$ cat config.mk
export PLATFORM = sky130hd
export DESIGN_NAME = protection_event_status
export DESIGN_NICKNAME = d
export VERILOG_FILES = /design/src/status_pkg.sv /design/src/signal_sync.sv /design/src/protection_event_status.sv
export SDC_FILE = /design/constraint.sdc
export NUM_CORES = 1
export LEC_CHECK = 0
export BUFFER_PORTS_ARGS = -buffer_cell sky130_fd_sc_hd__buf_4
export CORE_MARGIN = 4
export CORE_UTILIZATION = 61
export DETAILED_ROUTE_END_ITERATION = 16
export MAX_ROUTING_LAYER = met4
export PLACE_DENSITY_LB_ADDON = 0.12
export SYNTH_ARGS = -nofsm -noshare
export SYNTH_HDL_FRONTEND = slang
export SYNTH_HIERARCHICAL = 1
export SYNTH_SLANG_ARGS = --single-unit
export TNS_END_PERCENT = 100
$ cat constraint.sdc
create_clock -name CLOCK -period 5.5 [get_ports CLOCK]
set_clock_uncertainty 0.15 [all_clocks]
set_input_delay 0.275 -clock CLOCK [delete_from_list [all_inputs] [get_ports CLOCK]]
set_output_delay 0.275 -clock CLOCK [all_outputs]
set_load 0.03 [all_outputs]
$ cat src/status_pkg.sv
package status_pkg;

	// ==========================================================
	// register map
	localparam logic [6:0]  STATUS_ADDR  = 7'h21;
	localparam logic [15:0] STATUS_RESET = 16'h0000;

	// ==========================================================
	// field positions of the status word
	localparam int BIT_SC_LATCH   = 15;
	localparam int BIT_DOC_LATCH  = 14;
	localparam int BIT_COC_LATCH  = 13;
	localparam int BIT_COMM_ERR   = 12;
	localparam int BIT_RSVD       = 11;
	localparam int BIT_SEQ_ERR    = 10;
	localparam int BIT_SC_LIVE    = 7;
	localparam int BIT_DOC_LIVE   = 6;
	localparam int BIT_COC_LIVE   = 5;
	localparam int BIT_OVER_TEMP  = 4;
	localparam int BIT_CHARGE_FET_ON    = 3;
	localparam int BIT_CHARGE_FET_OFF   = 2;
	localparam int BIT_DISCHARGE_FET_ON    = 1;
	localparam int BIT_DISCHARGE_FET_OFF   = 0;
	// sticky group occupies bits 15:12 in this order
	localparam int STICKY_LSB     = 12;
	localparam int STICKY_W       = 4;

	// ==========================================================
	// serial frame: 8 header bits, 16 data bits, 8 crc bits
	localparam logic [5:0] CNT_HDR_LAST   = 6'h07;
	localparam logic [5:0] CNT_FRAME_LAST = 6'h1f;
	localparam logic [7:0] CRC_POLY       = 8'h07;
	localparam logic [7:0] CRC_INIT       = 8'h00;

	// ==========================================================
	// reset values of control state
	localparam logic [5:0] CNT_RESET      = 6'h00;
	localparam logic [1:0] ALARM_RESET_N  = 2'h3;

	// ==========================================================
	// types
	typedef struct packed {
		logic short_circuit_condition;
		logic discharge_overcurrent;
		logic charge_overcurrent;
		logic thermal_shutdown;
		logic sequencer_diag_error;
		logic fet_check_enable;
		logic charge_fet_on_check;
		logic charge_fet_off_check;
		logic discharge_fet_on_check;
		logic discharge_fet_off_check;
	} sense_t;

	typedef struct packed {
		logic cs_n;
		logic sclk;
		logic mosi;
	} serial_in_t;

	typedef enum logic [1:0] {
		ST_IDLE  = 2'b00,
		ST_SHIFT = 2'b01,
		ST_DONE  = 2'b10
	} spi_state_t;

endpackage

$ cat src/signal_sync.sv
`timescale 1ns/1ps
module signal_sync #(
	parameter int W = 1
) (
	input  wire logic         clk,
	input  wire logic         rst_n,
	input  wire logic [W-1:0] din,
	output logic      [W-1:0] dout
);
	logic [W-1:0] s1_r;
	logic [W-1:0] s2_r;
	logic [W-1:0] s3_r;
	logic [W-1:0] agree;

	// ==========================================================
	// three stage chain; s1 feeds only s2
	always_ff @(posedge clk or negedge rst_n)
	begin
		if (!rst_n)
		begin
			s1_r <= '0;
			s2_r <= '0;
			s3_r <= '0;
		end
		else
		begin
			s1_r <= din;
			s2_r <= s1_r;
			s3_r <= s2_r;
		end
	end

	assign agree = ~(s2_r ^ s3_r);

	// a new level is accepted only once two late stages agree
	always_ff @(posedge clk or negedge rst_n)
	begin
		if (!rst_n)
			dout <= '0;
		else
			dout <= (agree & s3_r) | (~agree & dout);
	end
endmodule

$ cat src/protection_event_status.sv
// Contract
// - a detected short circuit sets the sticky short-circuit latch in bit 15 until the host writes one to it.
// - while the short-circuit latch is set the first alarm pin is driven low.
// - a detected discharge overcurrent sets the sticky latch in bit 14, cleared only by writing one.
// - while the discharge-overcurrent latch is set one of the alarm pins is driven low.
// - a detected charge overcurrent sets the sticky latch in bit 13, cleared only by writing one.
// - while the charge-overcurrent latch is set one of the alarm pins is driven low.
// - a crc error in a complete serial write frame sets the communication error flag in bit 12 until written with one.
// - bit 10 reads one while the sequencer counter diagnostic reports a fault, zero otherwise.
// - bit 7 follows the short-circuit condition and clears itself when it is gone.
// - bit 6 follows the discharge overcurrent and clears itself when it is gone.
// - bit 5 follows the charge overcurrent and clears itself when it is gone.
// - bit 3 gives the charge fet turn-on check, one for pass, zero when failed or disabled.
// - bit 2 gives the charge fet turn-off check, one for pass, zero when failed or disabled.
// - bit 1 gives the discharge fet turn-on check, one for pass, zero when failed or disabled.
// - bit 0 gives the discharge fet turn-off check, one for pass, zero when failed or disabled.
`timescale 1ns/1ps
module protection_event_status (
	input  wire logic                    CLOCK,
	input  wire logic                    RESETN,
	input  wire status_pkg::sense_t      SENSE,
	input  wire status_pkg::serial_in_t  SERIAL_IN,
	output logic                         SDO_OUT,
	output logic                         SDO_OE,
	output logic                         FIRST_ALARM_PIN_N,
	output logic                         SECOND_ALARM_PIN_N
);
	import status_pkg::*;

	// ==========================================================
	// crc over a 24 bit stream, msb first
	function automatic logic [7:0] crc8_24(input logic [23:0] bits);
		logic [7:0] c;
		c = CRC_INIT;
		for (int i = 23; i >= 0; i--)
		begin
			if (c[7] ^ bits[i])
				c = {c[6:0], 1'b0} ^ CRC_POLY;
			else
				c = {c[6:0], 1'b0};
		end
		return c;
	endfunction

	// ==========================================================
	// reset release
	logic rst_meta_r;
	logic rst_n;

	always_ff @(posedge CLOCK or negedge RESETN)
	begin
		if (!RESETN)
		begin
			rst_meta_r <= 1'b0;
			rst_n      <= 1'b0;
		end
		else
		begin
			rst_meta_r <= 1'b1;
			rst_n      <= rst_meta_r;
		end
	end

	// ==========================================================
	// input synchronisers
	sense_t     sense_s;
	serial_in_t ser_s;

	signal_sync #(
		.W($bits(sense_t))
	) u_sense_sync (
		.clk   (CLOCK),
		.rst_n (rst_n),
		.din   (SENSE),
		.dout  (sense_s)
	);

	signal_sync #(
		.W($bits(serial_in_t))
	) u_serial_sync (
		.clk   (CLOCK),
		.rst_n (rst_n),
		.din   (SERIAL_IN),
		.dout  (ser_s)
	);

	// ==========================================================
	// serial frame engine
	spi_state_t  state_r;
	logic [5:0]  bit_cnt_r;
	logic [31:0] rx_r;
	logic        sclk_prev_r;
	logic        sclk_rise;
	logic        selected;
	logic        shift_edge;
	logic        hdr_done;
	logic        frame_done;
	logic [7:0]  header;
	logic [31:0] word;

	always_ff @(posedge CLOCK or negedge rst_n)
	begin
		if (!rst_n)
			sclk_prev_r <= 1'b0;
		else
			sclk_prev_r <= ser_s.sclk;
	end

	assign sclk_rise  = ser_s.sclk & ~sclk_prev_r;
	assign selected   = ~ser_s.cs_n;
	assign shift_edge = (state_r == ST_SHIFT) && selected && sclk_rise;
	assign hdr_done   = shift_edge && (bit_cnt_r == CNT_HDR_LAST);
	assign frame_done = shift_edge && (bit_cnt_r == CNT_FRAME_LAST);
	assign header     = {rx_r[6:0], ser_s.mosi};
	assign word       = {rx_r[30:0], ser_s.mosi};

	always_ff @(posedge CLOCK or negedge rst_n)
	begin
		if (!rst_n)
		begin
			state_r   <= ST_IDLE;
			bit_cnt_r <= CNT_RESET;
			rx_r      <= '0;
		end
		else
		begin
			case (state_r)
				ST_IDLE:
				begin
					bit_cnt_r <= CNT_RESET;
					if (selected)
						state_r <= ST_SHIFT;
				end
				ST_SHIFT:
				begin
					// a frame cut short by chip select is dropped whole
					if (!selected)
						state_r <= ST_IDLE;
					else if (sclk_rise)
					begin
						rx_r      <= word;
						bit_cnt_r <= bit_cnt_r + 6'h01;
						if (bit_cnt_r == CNT_FRAME_LAST)
							state_r <= ST_DONE;
					end
				end
				ST_DONE:
				begin
					// surplus clocks are ignored until deselect
					if (!selected)
						state_r <= ST_IDLE;
				end
				default:
					state_r <= ST_IDLE;
			endcase
		end
	end

	// ==========================================================
	// write decode
	logic        is_write;
	logic        crc_ok;
	logic        crc_err;
	logic        wr_ok;
	logic [15:0] wdata;

	assign is_write = word[31];
	assign crc_ok   = (crc8_24(word[31:8]) == word[7:0]);
	assign crc_err  = frame_done && is_write && !crc_ok;
	assign wr_ok    = frame_done && is_write && crc_ok && (word[30:24] == STATUS_ADDR);
	assign wdata    = word[23:8];

	// ==========================================================
	// status word
	logic [STICKY_W-1:0] sticky_r;
	logic [STICKY_W-1:0] sticky_set;
	logic [STICKY_W-1:0] sticky_clr;
	logic [2:0]          live_r;
	logic                over_temp_r;
	logic                seq_err_r;
	logic [3:0]          fet_r;
	logic [15:0]         status_word;

	assign sticky_set = {sense_s.short_circuit_condition,
	                     sense_s.discharge_overcurrent,
	                     sense_s.charge_overcurrent,
	                     crc_err};
	// only ones clear; the reserved and read-only lanes of wdata go nowhere
	assign sticky_clr = wr_ok ? wdata[STICKY_LSB +: STICKY_W] : '0;

	// set wins over a clear landing in the same cycle
	always_ff @(posedge CLOCK or negedge rst_n)
	begin
		if (!rst_n)
			sticky_r <= STATUS_RESET[STICKY_LSB +: STICKY_W];
		else
			sticky_r <= sticky_set | (sticky_r & ~sticky_clr);
	end

	always_ff @(posedge CLOCK or negedge rst_n)
	begin
		if (!rst_n)
		begin
			live_r      <= '0;
			over_temp_r <= 1'b0;
			seq_err_r   <= 1'b0;
		end
		else
		begin
			live_r[2]   <= sense_s.short_circuit_condition;
			live_r[1]   <= sense_s.discharge_overcurrent;
			live_r[0]   <= sense_s.charge_overcurrent;
			over_temp_r <= sense_s.thermal_shutdown;
			seq_err_r   <= sense_s.sequencer_diag_error;
		end
	end

	// a disabled check reads as fail rather than holding an old pass
	always_ff @(posedge CLOCK or negedge rst_n)
	begin
		if (!rst_n)
			fet_r <= '0;
		else if (!sense_s.fet_check_enable)
			fet_r <= '0;
		else
			fet_r <= {sense_s.charge_fet_on_check,
			          sense_s.charge_fet_off_check,
			          sense_s.discharge_fet_on_check,
			          sense_s.discharge_fet_off_check};
	end

	always_comb
	begin
		status_word                              = STATUS_RESET;
		status_word[STICKY_LSB +: STICKY_W]      = sticky_r;
		status_word[BIT_RSVD]                    = 1'b0;
		status_word[BIT_SEQ_ERR]                 = seq_err_r;
		status_word[BIT_SC_LIVE]                 = live_r[2];
		status_word[BIT_DOC_LIVE]                = live_r[1];
		status_word[BIT_COC_LIVE]                = live_r[0];
		status_word[BIT_OVER_TEMP]               = over_temp_r;
		status_word[BIT_DISCHARGE_FET_OFF +: 4]           = fet_r;
	end

	// ==========================================================
	// alarm pins
	logic [1:0] alarm_n_r;

	always_ff @(posedge CLOCK or negedge rst_n)
	begin
		if (!rst_n)
			alarm_n_r <= ALARM_RESET_N;
		else
		begin
			alarm_n_r[1] <= ~sticky_r[BIT_SC_LATCH - STICKY_LSB];
			// overcurrent latches share the second pin so a short stays distinct
			alarm_n_r[0] <= ~(sticky_r[BIT_DOC_LATCH - STICKY_LSB]
			                | sticky_r[BIT_COC_LATCH - STICKY_LSB]);
		end
	end

	assign FIRST_ALARM_PIN_N  = alarm_n_r[1];
	assign SECOND_ALARM_PIN_N = alarm_n_r[0];

	// ==========================================================
	// read data path
	logic [22:0] tx_r;
	logic        sdo_r;
	logic        sdo_oe_r;
	logic [15:0] rdata;
	logic [23:0] rd_frame;

	// unmapped addresses answer zero
	assign rdata    = (header[6:0] == STATUS_ADDR) ? status_word : 16'h0000;
	assign rd_frame = {rdata, crc8_24({8'h00, rdata})};

	// the next bit goes out four to five system clocks after each rising edge, so synchroniser
	// latency leaves the host at most half an sclk period of margin
	always_ff @(posedge CLOCK or negedge rst_n)
	begin
		if (!rst_n)
		begin
			tx_r     <= '0;
			sdo_r    <= 1'b0;
			sdo_oe_r <= 1'b0;
		end
		else if (!selected || state_r == ST_IDLE)
		begin
			sdo_r    <= 1'b0;
			sdo_oe_r <= 1'b0;
		end
		else if (hdr_done && !header[7])
		begin
			sdo_r    <= rd_frame[23];
			tx_r     <= rd_frame[22:0];
			sdo_oe_r <= 1'b1;
		end
		else if (frame_done)
		begin
			sdo_r    <= 1'b0;
			sdo_oe_r <= 1'b0;
		end
		else if (shift_edge && sdo_oe_r)
		begin
			sdo_r <= tx_r[22];
			tx_r  <= {tx_r[21:0], 1'b0};
		end
	end

	assign SDO_OUT = sdo_r;
	assign SDO_OE  = sdo_oe_r;
endmodule

==> results.yml <==
layout:
  fillers: 640
  drive_gt1_frac: 0.140
  multi_input_area_mm2: 0.00230
  fin_area_mm2: 0.00674
  utilization: 0.729
  final_cells: 685
  area_delta_synth_final_pct: 16.4
  nets: 561
  diodes: 0
  seqCellArea_mm2: 0.00336
power_and_ir_drop:
  p_per_area_mw_per_mm2: 355
  p_leak_nw: 3.04
  vdd_drop_max_mv: 0.402
clocking:
  cts_buffers: 17
  postCtsSetupRepairBufs: 0
  clk_pin_slew_ps: 60
  cts.path.max_buffers: 2
  cts-resized-gates: 0
  cts_root_buffer: "clkbuf_8"
  cts.sinks: 134
  clk_latency_ps: 520
  tritoncts: "built"
  ctsHtreeMaxLevel: 4
place:
  postPlaceCellArea_mm2: 0.00602
  dp.cells: 638
  numPortBuffers: 18
  place_congestion: 0.878
  hpwlAfterDp_mm: 6.58
floorplanning:
  die_h_um: 105
  coreArea_mm2: 0.00924
  ios: 19
  rows: 35
  die_width_um: 105
  die_area_mm2: 0.0111
  start_util: 0.627
worst_setup_path:
  crit_path_start_kind: "flip-flop"
  cp.required_ps: 5730
  slowest_delay_ps: 550
  crit_top_cell: "xnor3_2"
  crit_family: "XOR/XNOR gates"
  path_max_fanout: 6
  crit_arrival_ps: 3400
  slowest_stage: "or4_4"
  critPathKind: "reg2reg"
  crit_chain: "ha_1 -> xnor3_2 -> xnor3_2 -> xnor2_1 -> or4_4 -> nor4_4 -> a31oi_1"
  worstSetupEndpointType: "flip-flop"
  path_buf_inv: 0
sta:
  worst_pin_slew_ps: 920
  rsz0062_at_grt: "false"
  final_hold_viol_count: 0
  finalSetupTns_ps: 0
  post-route-min-period_ps: 3170
  fin_crit_sh: 0.577
  slew-limit-headroom: 0.387
  maxSlewViolCount: 0
  finalSetupViolCount: 0
  fmax_ghz: 0.315
route:
  drtPass1Iterations: 4
  drc_errors: 0
  vias_per_cell: 5.29
  vias: 3621
  avgRoutedWirePerCell_um: 14.9
  postRouteWirelength_mm: 10.2
  ant_nets: 0
  drt_iter0_markers: 318
grt:
  antenna_found_initial: 0
  grt_pass1_vias: 3690
  overflow: 0
  grt_pass1_wl_mm: 18.0
  track_usage: 0.212
  grt_start_max_net_pins: 76
synthesis:
  yosys-top-cells-area: "dfrtp_1 (57%), xnor2_1 (8.0%), nand2_1 (6.8%)"
  async_flop_share: 1.00
  ys.flop_type: "dfrtp_1"
  synth_edf_count: 0
  yosysUniqueCellTypes: 46
  synthCells: 513
  avgSynthCellArea_um2: 11.3
  ys_ff_latch: 134
  synth_top_area_share: 0.570
  synth.cell_area_mm2: 0.00579
  synth_nets: 531
  yosys.cell_count.top_type: "dfrtp_1"
  ys_seq_area_frac: 0.580
  yosys.area.top_type: "dfrtp_1"
  ys.warnings.count: 6
  synth_common_cells: "dfrtp_1 (132), nand2_1 (105), xnor2_1 (53)"
outcome:
  status: "complete, no violations"
worst_hold_path:
  hold_class: "reg2reg"
flow_run:
  cap_violations: 0
kinds of logic (layout without fill, tap and decap cells):
logic type                 Yosys count  after routing  share of synthesized area
buffers and inverters               36             79                     0.0257
muxes                                2              2                    0.00346
adders and majority gates           16             16                     0.0318
other                                1              1                   0.000648
and+or+nand+nor                    189            189                      0.145
DFF                                134            134                      0.580
xor gates and xnor gates            81             81                      0.157
AOI/OAI and AO/OA                   54             54                     0.0570
stage by stage:
stage               power, mW  hold WS (ps)  setup slack [ps]
finish                   2.39           199              2330
global route             2.50           207              2200
CTS                      2.42           201              2310
detailed placement       1.33         -92.0              2320
global placement         1.32         -93.2              2420
floorplan                1.27          -171              1340
what timing repair did:
item                                    CTS  global route
hold buffers                             15             0
endpoints found under the hold margin    15             0
endpoints found under the setup margin    0             0
state kept, by name, indices dropped and copies added (netlist names), 4 cells and up, named ones only:
name	cells
u_sense_sync/s1_r	10
u_sense_sync/s2_r	10
fet_r	4
rx_r	31
u_sense_sync/s3_r	10
tx_r	23
sticky_r	4
bit_cnt_r	6
layout make-up:
| class | instances | share of cell area |
|---|---|---|
| inverter | 10 | 0.00557 |
| multi-input combinational | 343 | 0.341 |
| clock buffer | 19 | 0.0640 |
| timing repair buffer | 37 | 0.0468 |
| clock inverter | 13 | 0.0200 |
| tap | 129 | 0.0239 |
| sequential | 134 | 0.498 |
power breakdown:
group | total [mW] | leakage, nW | switching, mW | internal [mW]
combinational | 0.221 | 1.07 | 0.108 | 0.113
clock | 1.07 | 0.272 | 0.449 | 0.624
sequential | 1.10 | 1.70 | 0.0622 | 1.04
total | 2.39 | 3.04 | 0.619 | 1.77
final timing paths:
kind | slack (ps) | depth (start not counted) | end | start
setup reg to reg | 2330 | 7 | sticky_r[3] | rx_r[28]
hold reg to reg | 200 | 0 | u_sense_sync/s2_r[5] | u_sense_sync/s1_r[5]
max in group asynchronous | 3600 | 1 | tx_r[2] | rst_n
min in group asynchronous | 330 | 0 | rx_r[12] | rst_n
hold / removal | 200 | 0 | u_sense_sync/s2_r[5] | u_sense_sync/s1_r[5]
setup / recovery | 2330 | 7 | sticky_r[3] | rx_r[28]
cell usage in the layout, fill, tap and decap left out, types with 4 or more instances in the layout:
cell type        n
a22oi_1          7
nand3_1         17
xor2_1          13
a31oi_1         16
buf_4           22
inv_6            5
xnor3_1          9
and2_1           7
nand2_1        105
nand2b_1         4
clkbuf_16       16
maj3_2          13
dlygate4sd3_1   15
nor2_1          36
a21oi_1         10
inv_1           10
o21ai_0         13
clkinv_4         4
dfrtp_1        131
xnor2_1         53
metal layers:
metal | vias up | track usage | share of wire
li1 | 1758 | - | -
met4 | 0 | 0.0853 | 0.014
met2 | 81 | 0.303 | 0.46
met1 | 1765 | 0.302 | 0.49
met3 | 17 | 0.0416 | 0.036
met5 | - | - | 0
No activity file was read; power rests on OpenSTA's default activity.
